===== src/core/pmoo_end.sv =====
`timescale 1ns/1ns
`default_nettype none
`default_nettype wire


===== src/core/pmoo_pkg.sv =====
// Purpose: shared constants and types of the on/off and global shutdown controller
// Assumes: 100 MHz clock, all timing but SEQ_CYCLES derived from CLK_PERIOD_NS
// Notes: long counts are defaults of top module parameters
`default_nettype none
package pmoo_pkg;
	localparam int unsigned CLK_PERIOD_NS = 10;
	// times in their own units
	localparam int unsigned T_RST_US = 1000;
	localparam int unsigned T_DBNC_US = 30000;
	localparam int unsigned T_BIAS_READY_US = 10000;
	localparam int unsigned T_WD_TICK_MS = 1000;
	// least times round up, the tick is exact
	localparam int unsigned RST_CYCLES = (T_RST_US * 1000 + CLK_PERIOD_NS - 1) / CLK_PERIOD_NS;
	localparam int unsigned DBNC_CYCLES = (T_DBNC_US * 1000 + CLK_PERIOD_NS - 1) / CLK_PERIOD_NS;
	localparam int unsigned BIAS_READY_CYCLES = (T_BIAS_READY_US * 1000) / CLK_PERIOD_NS;
	localparam int unsigned WD_TICK_CYCLES = (T_WD_TICK_MS * 1000000) / CLK_PERIOD_NS;
	localparam int unsigned SEQ_CYCLES = 8;
	// watchdog periods in seconds, selected by the 2-bit field
	localparam logic [7:0] WD_PERIOD_S0 = 8'h02;
	localparam logic [7:0] WD_PERIOD_S1 = 8'h08;
	localparam logic [7:0] WD_PERIOD_S2 = 8'h20;
	localparam logic [7:0] WD_PERIOD_S3 = 8'h80;
	localparam logic [1:0] WD_CLEAR_CODE = 2'h1;
	// power key modes
	localparam logic [1:0] KEY_MODE_PUSH = 2'h0;
	localparam logic [1:0] KEY_MODE_SLIDE = 2'h1;
	// power-off event record bit positions
	localparam int unsigned PO_BATT = 0;
	localparam int unsigned PO_RSI = 1;
	localparam int unsigned PO_MR = 2;
	localparam int unsigned PO_WDT = 3;
	localparam int unsigned PO_SFT = 4;
	localparam int unsigned PO_OFF = 5;
	localparam int unsigned PO_THERM = 6;
	localparam int unsigned PO_SHUTDOWN_INPUT = 7;
	localparam int unsigned PO_MAIN_SEQUENCER = 8;
	localparam int unsigned PO_W = 9;
	typedef enum logic [2:0] {
		ST_NO_POWER = 3'h0,
		ST_STANDBY = 3'h1,
		ST_BIAS_WAIT = 3'h2,
		ST_READY = 3'h3,
		ST_POWER_UP = 3'h4,
		ST_ON = 3'h5,
		ST_SLEEP = 3'h6,
		ST_POWER_DOWN = 3'h7
	} pmoo_state_e;
endpackage : pmoo_pkg
`default_nettype wire


===== src/core/pmoo_wdog_if.sv =====
// Purpose: link between the controller and its watchdog
// Assumes: both ends on the same clock
// Notes: ctrl end drives commands, wdog end answers with state
`timescale 1ns/1ns
`default_nettype none
interface pmoo_wdog_if;
	logic enable_wr;
	logic enable_wdata;
	logic enable_fuse;
	logic clear_wr;
	logic [1:0] clear_code;
	logic [1:0] period_sel;
	logic auto_clear;
	logic sleep_seq_off;
	logic reload;
	logic enable;
	logic expired;
	modport ctrl (output enable_wr, enable_wdata, enable_fuse, clear_wr, clear_code, period_sel,
		auto_clear, sleep_seq_off, reload, input enable, expired);
	modport wdog (input enable_wr, enable_wdata, enable_fuse, clear_wr, clear_code, period_sel,
		auto_clear, sleep_seq_off, reload, output enable, expired);
endinterface : pmoo_wdog_if
`default_nettype wire


===== src/core/pmoo_wdog.sv =====
// Purpose: system watchdog, counts seconds while enabled
// Assumes: rst_n already synchronised by the parent
// Notes: enable reloads from the fuse one edge after reset and on register reset
`timescale 1ns/1ns
`default_nettype none
module pmoo_wdog import pmoo_pkg::*; #(
	parameter int unsigned TICK_CYCLES = WD_TICK_CYCLES
) (
	input wire logic clk,
	input wire logic rst_n,
	pmoo_wdog_if.wdog wd
);
	logic loaded_reg, loaded_next;
	logic en_reg, en_next;
	logic exp_reg, exp_next;
	logic [31:0] pre_reg, pre_next;
	logic [7:0] cnt_reg, cnt_next;
	logic [7:0] period;
	logic restart;

	// period decode and restart sources
	always_comb begin
		case (wd.period_sel)
			2'h0: period = WD_PERIOD_S0;
			2'h1: period = WD_PERIOD_S1;
			2'h2: period = WD_PERIOD_S2;
			default: period = WD_PERIOD_S3;
		endcase
		restart = (wd.clear_wr && wd.clear_code == WD_CLEAR_CODE)
			|| (wd.enable_wr && wd.enable_wdata && !en_reg)
			|| (wd.auto_clear && wd.sleep_seq_off);
	end

	// enable and count; fuse is caught by a clocked load, never by the reset
	always_comb begin
		loaded_next = 1'b1;
		en_next = en_reg;
		pre_next = pre_reg;
		cnt_next = cnt_reg;
		exp_next = 1'b0;
		if (!loaded_reg || wd.reload) begin
			en_next = wd.enable_fuse;
		end else if (wd.enable_wr) begin
			en_next = wd.enable_wdata;
		end
		if (!en_reg || restart) begin
			pre_next = 32'h0;
			cnt_next = 8'h0;
		end else if (pre_reg == 32'(TICK_CYCLES - 1)) begin
			pre_next = 32'h0;
			if (cnt_reg + 8'h1 == period) begin
				cnt_next = 8'h0;
				exp_next = 1'b1;
			end else begin
				cnt_next = cnt_reg + 8'h1;
			end
		end else begin
			pre_next = pre_reg + 32'h1;
		end
	end

	always_ff @(posedge clk or negedge rst_n) begin
		if (!rst_n) begin
			loaded_reg <= 1'b0;
			en_reg <= 1'b0;
			exp_reg <= 1'b0;
			pre_reg <= 32'h0;
			cnt_reg <= 8'h0;
		end else begin
			loaded_reg <= loaded_next;
			en_reg <= en_next;
			exp_reg <= exp_next;
			pre_reg <= pre_next;
			cnt_reg <= cnt_next;
		end
	end

	assign wd.enable = en_reg;
	assign wd.expired = exp_reg;

	a_wdog_restart_zero: assert property (@(posedge clk) disable iff (!rst_n)
		(restart && loaded_reg) |=> (cnt_reg == 8'h0 && pre_reg == 32'h0))
		else $error("watchdog did not restart from zero");
	a_wdog_only_enabled: assert property (@(posedge clk) disable iff (!rst_n)
		(!en_reg) |=> (!exp_reg && cnt_reg == 8'h0))
		else $error("watchdog counted while disabled");
	a_wdog_expiry_period: assert property (@(posedge clk) disable iff (!rst_n)
		exp_reg |-> ($past(cnt_reg) + 8'h1 == $past(period)))
		else $error("watchdog expired off its period");
endmodule : pmoo_wdog
`default_nettype wire


===== src/core/pmoo_ctrl.sv =====
// Purpose: top on/off controller, shutdown classes, reset line, interrupt pin
// Assumes: inputs synchronous to clk; key input already debounced upstream
// Notes: open-drain pins give out and oe_n (low drives); only the reset pin also gives in
// Operation
// - release reset only when all conditions met
// - global shutdown: regulators off, registers reset, record
// - nine causes trigger a global shutdown
// - keep clock alive, wake only when valid
// - these causes shut down then wake automatically
// - these causes shut down to off
// - soft reset without wake waits in standby
// - unsafe supply or bias shuts down immediately
// - watchdog enable defaults from fuse, software sets
// - two-bit field selects watchdog period
// - watchdog expiry drives reset and shuts down
// - watchdog auto clears while sleep sequencer off
// - key mode and polarity from fuses
// - interrupt pin low while unmasked event pending
// - oscillator ok moves start state to standby
// - bias command or wakeup leaves standby
// - bias ready before timer, else immediate shutdown
// - ready powers up only after a wakeup
// - sleep on control fall or sleep enable fall
// - sleep exit on listed wakeup sources
// - held reset input shuts down then wakes
// - reset line open-drain, sensed when not driven
// - event record bits clear only by writing one
`timescale 1ns/1ns
`default_nettype none
module pmoo_ctrl import pmoo_pkg::*; #(
	parameter int unsigned IRQ_W = 8,
	parameter int unsigned RST_CNT = RST_CYCLES,
	parameter int unsigned DBNC_CNT = DBNC_CYCLES,
	parameter int unsigned BIAS_READY_CNT = BIAS_READY_CYCLES,
	parameter int unsigned WD_TICK = WD_TICK_CYCLES,
	parameter int unsigned SEQ_CNT = SEQ_CYCLES
) (
	input wire logic clk,
	input wire logic rst_b,
	input wire logic reset_line_n_in,
	output logic reset_line_n_out,
	output logic reset_line_n_oe_n,
	output logic irq_out_n_out,
	output logic irq_out_n_oe_n,
	input wire logic [IRQ_W-1:0] irq_status,
	input wire logic [IRQ_W-1:0] irq_mask,
	input wire logic osc_ok_signal,
	input wire logic osc_stable,
	input wire logic sequencer_reset_release,
	input wire logic bias_enable_cmd,
	input wire logic bias_ready,
	input wire logic main_battery_reset_low,
	input wire logic main_battery_uvlo,
	input wire logic main_battery_ovlo,
	input wire logic thermal_overload,
	input wire logic shutdown_input,
	input wire logic manual_reset_event,
	input wire logic manual_reset_wake_fuse,
	input wire logic soft_reset_cmd,
	input wire logic soft_reset_wake,
	input wire logic power_off_cmd,
	input wire logic wdog_reset_wake,
	input wire logic main_seq_sw_source,
	input wire logic main_seq_sw_enable,
	input wire logic sleep_seq_sw_source,
	input wire logic sleep_seq_sw_enable,
	input wire logic wdog_enable_fuse,
	input wire logic wdog_enable_wr,
	input wire logic wdog_enable_wdata,
	input wire logic wdog_clear_wr,
	input wire logic [1:0] wdog_clear_field,
	input wire logic [1:0] wdog_period_sel,
	input wire logic wdog_auto_clear,
	input wire logic [1:0] key_mode_fuse,
	input wire logic key_polarity_fuse,
	input wire logic sleep_polarity_fuse,
	input wire logic power_key_input,
	input wire logic sleep_control_input,
	input wire logic sleep_allow,
	input wire logic adapter_present,
	input wire logic alarm_one_event,
	input wire logic alarm_two_event,
	input wire logic sudden_loss_wake,
	input wire logic sudden_loss_wake_en,
	input wire logic wake_mask_key,
	input wire logic wake_mask_alarm_one,
	input wire logic wake_mask_alarm_two,
	input wire logic wake_mask_adapter,
	input wire logic wake_mask_battery,
	input wire logic [PO_W-1:0] power_off_record_clr,
	output logic [PO_W-1:0] power_off_event_record,
	output logic [2:0] onoff_state,
	output logic regulators_off,
	output logic register_reset,
	output logic main_sequencer_up,
	output logic sleep_sequencer_up,
	output logic rtc_keep_alive,
	output logic wake_pending,
	output logic wdog_enable
);
	logic rst_meta_reg, rst_n;
	pmoo_state_e state_reg, state_next;
	logic [31:0] cnt_reg, cnt_next;
	logic [PO_W-1:0] rec_reg, rec_next, cause;
	logic wake_flag_reg, wake_flag_next, wake_seen_reg, wake_seen_next;
	logic regoff_reg, mseq_reg, sseq_reg, rreset_reg, rreset_next;
	logic [4:0] prev_reg, prev_next;
	logic oe_n_reg, oe_n_next, irq_oe_n_reg, irq_oe_n_next;
	logic [31:0] rst_cnt_reg, rst_cnt_next, rsi_cnt_reg, rsi_cnt_next;
	logic rsi_fired_reg, rsi_fired_next, rsi_ev_reg, rsi_ev_next;
	logic key_c, en1_c, key_press, en1_rise, en1_fall;
	logic main_sequencer_rise, main_sequencer_fall, sleep_sequencer_rise, sleep_sequencer_fall, batt_rise;
	logic active, imm, seq_go, auto_wake, wake_sb, wake_sl, sleep_go;
	logic release_ok, pend, sensed;
	pmoo_wdog_if wd ();

	// reset release through two flip-flops
	always_ff @(posedge clk or negedge rst_b) begin
		if (!rst_b) begin
			rst_meta_reg <= 1'b0;
			rst_n <= 1'b0;
		end else begin
			rst_meta_reg <= 1'b1;
			rst_n <= rst_meta_reg;
		end
	end

	// watchdog commands; auto clear treats sleep sequencer off as processor asleep
	assign wd.enable_wr = wdog_enable_wr;
	assign wd.enable_wdata = wdog_enable_wdata;
	assign wd.enable_fuse = wdog_enable_fuse;
	assign wd.clear_wr = wdog_clear_wr;
	assign wd.clear_code = wdog_clear_field;
	assign wd.period_sel = wdog_period_sel;
	assign wd.auto_clear = wdog_auto_clear;
	assign wd.sleep_seq_off = !sseq_reg;
	assign wd.reload = rreset_reg;

	pmoo_wdog #(.TICK_CYCLES(WD_TICK)) u_wdog (
		.clk(clk),
		.rst_n(rst_n),
		.wd(wd)
	);

	// input conditioning: key polarity and mode, sleep control polarity, edges
	always_comb begin
		key_c = power_key_input ^ key_polarity_fuse;
		en1_c = sleep_polarity_fuse ? sleep_control_input : !sleep_control_input;
		prev_next = {key_c, en1_c, main_seq_sw_enable, sleep_seq_sw_enable, main_battery_uvlo};
		case (key_mode_fuse)
			KEY_MODE_PUSH: key_press = key_c && !prev_reg[4];
			KEY_MODE_SLIDE: key_press = key_c != prev_reg[4];
			default: key_press = key_c;
		endcase
		en1_rise = en1_c && !prev_reg[3];
		en1_fall = !en1_c && prev_reg[3];
		main_sequencer_rise = main_seq_sw_source && main_seq_sw_enable && !prev_reg[2];
		main_sequencer_fall = main_seq_sw_source && !main_seq_sw_enable && prev_reg[2];
		sleep_sequencer_rise = sleep_seq_sw_source && sleep_seq_sw_enable && !prev_reg[1];
		sleep_sequencer_fall = sleep_seq_sw_source && !sleep_seq_sw_enable && prev_reg[1];
		batt_rise = !main_battery_uvlo && prev_reg[0];
	end

	// shutdown causes, classes and wakeup sources
	always_comb begin
		cause = '0;
		cause[PO_BATT] = main_battery_reset_low;
		cause[PO_RSI] = rsi_ev_reg;
		cause[PO_MR] = manual_reset_event;
		cause[PO_WDT] = wd.expired;
		cause[PO_SFT] = soft_reset_cmd;
		cause[PO_OFF] = power_off_cmd;
		cause[PO_THERM] = thermal_overload;
		cause[PO_SHUTDOWN_INPUT] = shutdown_input;
		cause[PO_MAIN_SEQUENCER] = main_sequencer_fall;
		// level causes would loop in standby, so only live states act on them
		active = state_reg inside {ST_BIAS_WAIT, ST_READY, ST_POWER_UP, ST_ON, ST_SLEEP};
		imm = main_battery_uvlo || main_battery_ovlo
			|| (state_reg != ST_NO_POWER && !osc_ok_signal)
			|| (state_reg >= ST_READY && !bias_ready)
			|| (state_reg == ST_BIAS_WAIT && !bias_ready && cnt_reg == 32'(BIAS_READY_CNT - 1));
		seq_go = active && (|cause);
		auto_wake = cause[PO_RSI]
			|| (cause[PO_SFT] && soft_reset_wake)
			|| (cause[PO_WDT] && wdog_reset_wake)
			|| (cause[PO_MR] && manual_reset_wake_fuse);
		// wake from standby needs battery and temperature valid
		wake_sb = ((key_press && wake_mask_key)
			|| (alarm_one_event && wake_mask_alarm_one)
			|| (alarm_two_event && wake_mask_alarm_two)
			|| (sudden_loss_wake && sudden_loss_wake_en)
			|| (adapter_present && wake_mask_adapter)
			|| (batt_rise && wake_mask_battery)
			|| wake_flag_reg || main_sequencer_rise)
			&& !thermal_overload && !main_battery_reset_low;
		wake_sl = (sleep_allow && en1_rise) || (key_press && wake_mask_key)
			|| (alarm_one_event && wake_mask_alarm_one)
			|| (alarm_two_event && wake_mask_alarm_two)
			|| (adapter_present && wake_mask_adapter) || main_sequencer_rise || sleep_sequencer_rise;
		sleep_go = (sleep_allow && en1_fall) || sleep_sequencer_fall;
		pend = |(irq_status & ~irq_mask);
	end

	// state machine; immediate shutdown is checked first
	always_comb begin
		state_next = state_reg;
		wake_flag_next = wake_flag_reg;
		wake_seen_next = wake_seen_reg;
		rreset_next = 1'b0;
		// an immediate shutdown in the same cycle wins, so no sequenced cause is latched
		rec_next = (rec_reg & ~power_off_record_clr) | ((seq_go && !imm) ? cause : '0);
		if (imm && state_reg != ST_NO_POWER) begin
			state_next = ST_NO_POWER;
			rreset_next = 1'b1;
			wake_flag_next = 1'b0;
		end else if (seq_go) begin
			state_next = ST_POWER_DOWN;
			wake_flag_next = auto_wake;
		end else begin
			case (state_reg)
				ST_NO_POWER: begin
					if (osc_ok_signal && !imm) begin
						state_next = ST_STANDBY;
					end
				end
				ST_STANDBY: begin
					// rests here with no wake pending, e.g. until an alarm
					if (bias_enable_cmd || wake_sb) begin
						state_next = ST_BIAS_WAIT;
						wake_seen_next = wake_sb;
						wake_flag_next = 1'b0;
					end
				end
				ST_BIAS_WAIT: begin
					if (bias_ready) begin
						state_next = ST_READY;
					end
				end
				ST_READY: begin
					if (wake_seen_reg || wake_sb) begin
						state_next = ST_POWER_UP;
					end
				end
				ST_POWER_UP: begin
					if (cnt_reg == 32'(SEQ_CNT - 1)) begin
						state_next = ST_ON;
					end
				end
				ST_ON: begin
					if (sleep_go) begin
						state_next = ST_SLEEP;
					end
				end
				ST_SLEEP: begin
					if (wake_sl) begin
						state_next = ST_ON;
					end
				end
				ST_POWER_DOWN: begin
					if (cnt_reg == 32'(SEQ_CNT - 1)) begin
						state_next = ST_STANDBY;
						rreset_next = 1'b1;
						wake_seen_next = 1'b0;
					end
				end
				default: state_next = ST_NO_POWER;
			endcase
		end
		cnt_next = (state_next != state_reg) ? 32'h0 : cnt_reg + 32'h1;
	end

	// reset line: open-drain drive, release delay, held-low sense
	always_comb begin
		// a shutdown starting now pulls the line at the same edge as the record
		release_ok = state_reg inside {ST_POWER_UP, ST_ON, ST_SLEEP}
			&& !wd.expired && !seq_go && !imm && osc_stable && sequencer_reset_release;
		rst_cnt_next = 32'h0;
		oe_n_next = 1'b0;
		if (release_ok) begin
			if (rst_cnt_reg == 32'(RST_CNT - 1)) begin
				rst_cnt_next = rst_cnt_reg;
				oe_n_next = 1'b1;
			end else begin
				rst_cnt_next = rst_cnt_reg + 32'h1;
			end
		end
		// only an external low counts, never our own drive
		sensed = oe_n_reg && !reset_line_n_in;
		rsi_cnt_next = 32'h0;
		rsi_fired_next = 1'b0;
		rsi_ev_next = 1'b0;
		if (sensed) begin
			rsi_fired_next = rsi_fired_reg;
			rsi_cnt_next = rsi_cnt_reg;
			if (rsi_cnt_reg == 32'(DBNC_CNT - 1)) begin
				rsi_ev_next = !rsi_fired_reg;
				rsi_fired_next = 1'b1;
			end else begin
				rsi_cnt_next = rsi_cnt_reg + 32'h1;
			end
		end
		irq_oe_n_next = !pend;
	end

	always_ff @(posedge clk or negedge rst_n) begin
		if (!rst_n) begin
			state_reg <= ST_NO_POWER;
			cnt_reg <= 32'h0;
			rec_reg <= '0;
			wake_flag_reg <= 1'b0;
			wake_seen_reg <= 1'b0;
			rreset_reg <= 1'b0;
			regoff_reg <= 1'b1;
			mseq_reg <= 1'b0;
			sseq_reg <= 1'b0;
			prev_reg <= 5'h0;
			oe_n_reg <= 1'b0;
			irq_oe_n_reg <= 1'b1;
			rst_cnt_reg <= 32'h0;
			rsi_cnt_reg <= 32'h0;
			rsi_fired_reg <= 1'b0;
			rsi_ev_reg <= 1'b0;
		end else begin
			state_reg <= state_next;
			cnt_reg <= cnt_next;
			rec_reg <= rec_next;
			wake_flag_reg <= wake_flag_next;
			wake_seen_reg <= wake_seen_next;
			rreset_reg <= rreset_next;
			regoff_reg <= state_next <= ST_READY;
			mseq_reg <= state_next inside {ST_POWER_UP, ST_ON, ST_SLEEP};
			sseq_reg <= state_next inside {ST_POWER_UP, ST_ON};
			prev_reg <= prev_next;
			oe_n_reg <= oe_n_next;
			irq_oe_n_reg <= irq_oe_n_next;
			rst_cnt_reg <= rst_cnt_next;
			rsi_cnt_reg <= rsi_cnt_next;
			rsi_fired_reg <= rsi_fired_next;
			rsi_ev_reg <= rsi_ev_next;
		end
	end

	// open-drain pins only ever drive low
	assign reset_line_n_out = 1'b0;
	assign irq_out_n_out = 1'b0;
	assign reset_line_n_oe_n = oe_n_reg;
	assign irq_out_n_oe_n = irq_oe_n_reg;
	assign power_off_event_record = rec_reg;
	assign onoff_state = state_reg;
	assign regulators_off = regoff_reg;
	assign register_reset = rreset_reg;
	assign main_sequencer_up = mseq_reg;
	assign sleep_sequencer_up = sseq_reg;
	assign rtc_keep_alive = rst_n;
	assign wake_pending = wake_flag_reg;
	assign wdog_enable = wd.enable;

	a_release_conds_met: assert property (@(posedge clk) disable iff (!rst_n)
		$rose(oe_n_reg) |-> $past(release_ok))
		else $error("reset line released without its conditions");
	a_cause_gets_recorded: assert property (@(posedge clk) disable iff (!rst_n)
		(seq_go && !imm && cause[PO_SFT]) |=> (rec_reg[PO_SFT] && state_reg == ST_POWER_DOWN))
		else $error("shutdown cause not recorded");
	a_auto_wake_set: assert property (@(posedge clk) disable iff (!rst_n)
		(seq_go && !imm && auto_wake) |=> wake_flag_reg)
		else $error("auto wake flag not set");
	a_off_no_wake: assert property (@(posedge clk) disable iff (!rst_n)
		(seq_go && !imm && !auto_wake) |=> !wake_flag_reg)
		else $error("off class shutdown left a wake flag");
	a_imm_shutdown_first: assert property (@(posedge clk) disable iff (!rst_n)
		(imm && state_reg != ST_NO_POWER) |=> (state_reg == ST_NO_POWER && register_reset))
		else $error("immediate shutdown did not win");
	a_irq_follows_pend: assert property (@(posedge clk) disable iff (!rst_n)
		pend ##1 pend |-> !irq_oe_n_reg)
		else $error("interrupt pin not low while pending");
	a_osc_to_standby: assert property (@(posedge clk) disable iff (!rst_n)
		(state_reg == ST_NO_POWER && osc_ok_signal && !imm) |=> state_reg == ST_STANDBY)
		else $error("no standby after oscillator ok");
	a_ready_waits_wake: assert property (@(posedge clk) disable iff (!rst_n)
		(state_reg == ST_READY && !wake_seen_reg && !wake_sb && !imm && !seq_go) |=> state_reg == ST_READY)
		else $error("ready left without a wakeup");
	a_rsi_single_event: assert property (@(posedge clk) disable iff (!rst_n)
		rsi_ev_reg |=> !rsi_ev_reg)
		else $error("reset input event repeated");
	a_record_stays_set: assert property (@(posedge clk) disable iff (!rst_n)
		(rec_reg[PO_OFF] && !power_off_record_clr[PO_OFF]) |=> rec_reg[PO_OFF])
		else $error("event record bit lost without a clear");
endmodule : pmoo_ctrl
`default_nettype wire


===== config.mk =====
export PLATFORM = sky130hd
export DESIGN_NAME = pmoo_ctrl
export DESIGN_NICKNAME = d
export VERILOG_FILES = /design/src/core/pmoo_end.sv /design/src/core/pmoo_pkg.sv /design/src/core/pmoo_wdog_if.sv /design/src/core/pmoo_wdog.sv /design/src/core/pmoo_ctrl.sv
export SDC_FILE = /design/constraint.sdc
export NUM_CORES = 1
export LEC_CHECK = 0
export ABC_AREA = 1
export BUFFER_PORTS_ARGS = -buffer_cell sky130_fd_sc_hd__buf_2
export CAP_MARGIN = 10
export CORE_MARGIN = 1
export CORE_UTILIZATION = 30
export CTS_CLUSTER_SIZE = 30
export DETAILED_ROUTE_END_ITERATION = 10
export GPL_TIMING_DRIVEN = 0
export RECOVER_POWER = 50
export SLEW_MARGIN = 20
export SYNTH_ARGS = -nofsm -noshare
export SYNTH_HDL_FRONTEND = slang
export SYNTH_SLANG_ARGS = --single-unit

===== constraint.sdc =====
create_clock -name clk -period 12.56 [get_ports clk]
set_clock_uncertainty 0.2 [all_clocks]
set_input_delay 1.256 -clock clk [delete_from_list [all_inputs] [get_ports clk]]
set_output_delay 1.256 -clock clk [all_outputs]
set_load 0.02 [all_outputs]

# Word level (Yosys, flattened, before mapping)

Index checks and enable logic that the tools add are counted.

Add/subtract/negate cells: 5
$lt $le $gt $ge: 2
Eq/ne operators: 27
Multiplexer cells: 47
Bitwise gates (word level): 8
Reduce and logical (&&, ||, !) cells: 109

Operators by type and width:

| kind                                                   | count |
|---|---|
| two-way mux 32 bit                                     | 7 |
| adder 32 x 1 -> 32 bit (second input constant)         | 4 |
| logical AND 1 bit                                      | 43 |
| equality test 32 x 17 -> 1 bit (second input constant) | 1 |
| equality test 32 x 20 -> 1 bit (second input constant) | 1 |
| equality test 32 x 22 -> 1 bit (second input constant) | 1 |
| equality test 32 x 27 -> 1 bit (second input constant) | 1 |
| equality test 32 x 3 -> 1 bit (second input constant)  | 1 |
| two-way mux 3 bit                                      | 10 |
| logical OR 1 bit                                       | 27 |
| two-way mux 8 bit                                      | 3 |
| case mux 3 bit (8 select lines)                        | 1 |
| case mux 8 bit (3 select lines)                        | 1 |
| zero test 1 bit                                        | 22 |
| two-way mux 1 bit                                      | 22 |
| equality test 3 bit (second input constant)            | 7 |
| nonzero test 3 bit                                     | 5 |
| bitwise AND 9 bit                                      | 1 |
| two-way mux 9 bit                                      | 1 |
| inverter 9 bit                                         | 1 |
| bitwise OR 9 bit                                       | 1 |
| OR reduction 9 bit                                     | 1 |
| adder 8 x 1 -> 8 bit (second input constant)           | 1 |
| bitwise AND 8 bit                                      | 1 |
| other kinds (22)                                       | 34 |

Bits in registers: 168
Output and inout port bits: 23

# Logic depth before layout (Yosys ltp)

Depth after elaboration: 20
Gate-level depth with buffers: 20

# By module

Synthesis repeated with hierarchy kept, for this count alone.

Cell total of the unflattened synthesis: 1,336
Area, all modules: 10,248.6 um^2

Modules (own cells, without submodules):

| module    | instances | cells an instance | area an instance (um^2) |
|---|---|---|---|
| pmoo_ctrl | 1         | 955               | 7,547.2 |
| pmoo_wdog | 1         | 381               | 2,701.3 |

# Least setup slack after synthesis

No wires, ideal clock.

Path kind: flip-flop to output port
Start: reg rst_n, in the netlist rtc_keep_alive
End: out rtc_keep_alive
Arrival time: 3,994 ps
Data required time: 11,104 ps
Setup slack: 7,110 ps
Cell stages (with the launch flop): 1
Buffers on the path: 0
Path through: dfrtp_1

RTL lines:

| item                   | line             | source |
|---|---|---|
| start, declared        | pmoo_ctrl.sv:101 | `logic rst_meta_reg, rst_n;` |
| start signal, assigned | pmoo_ctrl.sv:124 | `rst_n <= rst_meta_reg;` |
| end, declared          | pmoo_ctrl.sv:97  | `output logic rtc_keep_alive,` |

No word-level cell between the ends.

# Worst setup path after layout

Start: reg rst_n, in the netlist rtc_keep_alive
End: out rtc_keep_alive

No word-level cell between the ends.

==> metrics <==
status complete, but fails checks; failing checks max-capacitance violations, max-slew violations; Worst-path clk slew 0.07 ns; register bit total from synthesis approximately 170; Residual DRC 0; share of cells above drive strength 1 0.159; dpl cells 1,694; CP endpoint kind output pin; Gate Count Post-Synth ~1,200; R2R setup slack ~8.6 ns; post-route clock period utilization 0.455; final hold slack approximately 0.15 ns; setup TNS 0 ns; Vias slightly above 8,000; IO buf count 94; CP bufs+invs 3; # H-tree levels 4; Fmax achieved approximately 0.17 GHz; worst-path cell chain clkbuf_1 -> buf_12 -> buf_2; share of the synthesized area in the top cell type 0.446; internal power 0.000982 W; gr usage total 0.151; Reg-to-Reg Start rtc_keep_alive; biggest area consumer among synthesized cells dfrtp_1; Net Sw Power 0.000442 W; CP required between 10 and 15 ns; Final Setup Violations 0; Area contributors post-synth dfrtp_1 (45%), nand2_1 (9.1%), inv_1 (7.2%); Yosys cell types 56; max-slew violations 98; site row count 64; clock root buffer clkbuf_16; Layout Cells excl Fill between 1,500 and 2,000; Die Y-Extent around 180 um; max-cap violation count 2; Post-synth EDFFs 0; clock group share of total power 0.392; maximum number of pins on one net before global-route repair 50; sequential standard cell area around 4200 um^2; TritonCTS clock tree built; Resized cells post-CTS 0; crit path time final around 5.7 ns; class of the worst hold path reg -> reg; Overflow after GRT 0; clock latency at the later pin of the worst-skew pair around 0.43 ns; Seq/Total Area, Yosys 0.451; Core Area roughly 31,000 um^2; hold path cells 0; register share of total power 0.411; Ys Warns 0; Final nets approximately 1,400; initial antenna violation count 0; vias in the first global route about 8,000; HPWL after DPL 17.0 mm; R2R depth 1; Post CTS Setup Buffer Count 0; routed len/inst 13.1 um; Largest delay share family, worst path buffers and inverters; reg2reg end u_wdog.pre_reg[12]; overall power between 0.001 and 0.0015 W; Max IR drop VDD between 0.08 and 0.09 mV; Cell Area, Synth a little over 9000 um^2; cell leakage power between 4 and 5 nW; combinational fraction of design power 0.197; Hold Path End rtc_keep_alive; CP Max Fanout 49; Avg Cell Area, Syn around 8 um^2; drt via density approximately 4.7; Boundary Pins 97; Switching Share 0.311; initial core utilization 0.305; antenna viol nets, final 0; Max Root-Sink Buffers 2; clock sink total between 150 and 200; Crit path largest cell delay ~2 ns; RD Place Congestion 0.812; critical path data arrival time about 4.3 ns; area grow syn2layout 17.4%; Total Wirelength 22.6 mm; n_diodes 0; Slew @ Worst Pin roughly 2.7 ns; Final Hold Fails 0; Final Util 0.358; first-pass GRT wire length about 38 mm; CP startpoint kind register; Crit Path Class reg -> out; full die area ~32,000 um^2; Multi-input gate area about 4300 um^2; relative slew slack -0.811; drt pass-1 iters 4; drt initial violations around 440; hold buffers post-CTS 0; top_reg_cell synth dfrtp_1; Worst path slowest cell clkbuf_1; Filler Cells Inserted ~3,200; worst hold path startpoint rst_meta_reg; cts bufs inserted 17; Cell Pwr Density between 100 and 150 nW/um^2; DIE WIDTH approximately 180 um; Post-synth ARST share 1.00; RSZ-0062 raised after global routing false
-- routing by layer --
metal,track usage,up-vias,wire length [um],part of all wire
li1,-,4131,-,-
met4,0.0353,0,175,0.0077
met5,0,-,0,0
met3,0.0279,9,820,0.036
met2,0.255,145,10700,0.47
met1,0.199,3763,10900,0.48
-- cell usage in the layout (no fill, tap or decap), types with 4 or more instances in the layout --
| master | count |
|---|---|
| nand2_1 | 226 |
| inv_1 | 179 |
| dfrtp_1 | 166 |
| nor2_1 | 157 |
| buf_2 | 92 |
| a21oi_1 | 60 |
| nor3_1 | 59 |
| nand3_1 | 53 |
| o21ai_0 | 45 |
| nor2_2 | 43 |
| nand4_1 | 34 |
| xor2_1 | 33 |
| clkbuf_16 | 17 |
| nor4_1 | 15 |
| clkbuf_1 | 13 |
| xnor2_1 | 11 |
| o22ai_1 | 10 |
| nand2_2 | 9 |
| nor3_2 | 7 |
| a31oi_1 | 6 |
| ha_1 | 6 |
| nand3b_1 | 5 |
| nor2_4 | 4 |
| nand3_2 | 4 |
| o21a_1 | 4 |
| a211oi_1 | 4 |
| conb_1 | 4 |
| clkbuf_8 | 4 |
-- stage by stage --
step / setup slack (ns) / cell area [um^2]
3_5_place_dp: 8.85 / 10400
4_1_cts: 8.99 / 11000
5_1_grt: 6.03 / 10900
3_3_place_gp: 4.76 / 10300
2_1_floorplan: 7.11 / 9330
6_report: 6.84 / 10900
-- Yosys cell counts, drive strengths merged (6+ instances only) --
| master | count |
|---|---|
| nand2 | 235 |
| nor2 | 204 |
| inv | 182 |
| dfrtp | 166 |
| nor3 | 67 |
| a21oi | 60 |
| nand3 | 58 |
| o21ai | 46 |
| nand4 | 36 |
| xor2 | 33 |
| nor4 | 17 |
| xnor2 | 11 |
| o22ai | 10 |
| buf | 8 |
| nand3b | 7 |
| a31oi | 6 |
| ha | 6 |
-- area by class of cell --
type                    count  area share
plain buffers              12     0.00721
clock buffers              23      0.0446
clock inverters             9      0.0126
inverters                 185      0.0635
multi-input cells         836       0.397
flip-flops and latches    168       0.385
well taps                 396      0.0453
repair buffers             97      0.0450
-- worst max path at each step --
stage,start,end,slack (ns),cells past startpoint
after global placement,rtc_keep_alive,rtc_keep_alive,4.76,1
after CTS,rtc_keep_alive,rtc_keep_alive,8.99,3
after floorplan,rtc_keep_alive,rtc_keep_alive,7.11,0
after global routing,rtc_keep_alive,rtc_keep_alive,6.03,3
final,rtc_keep_alive,rtc_keep_alive,6.84,3
after detailed placement,key_polarity_fuse,cnt_reg[15],8.85,20
-- cells by family (layout without fill, tap and decap cells) --
group                    Yosys count  in the layout  synth area share
adder cells (fa/ha/maj)            6              6           0.00806
flip-flops                       168            168             0.451
AO/OA/AOI/OAI                    146            146            0.0894
buffers and inverters            197            326            0.0830
other                              2              4          0.000806
AND/OR/NAND/NOR                  636            636             0.326
XOR/XNOR                          44             44            0.0414
-- power groups by stage --
stage	sequential, W	combinational, W	clock (W)
2_1_floorplan	0.000613	0.000170	0
3_3_place_gp	0.000604	0.000270	0
3_5_place_dp	0.000595	0.000286	0
4_1_cts	0.000585	0.000287	0.000574
5_1_grt	0.000588	0.000314	0.000595
6_report	0.000585	0.000281	0.000558
(Power assumes the default switching activity.)
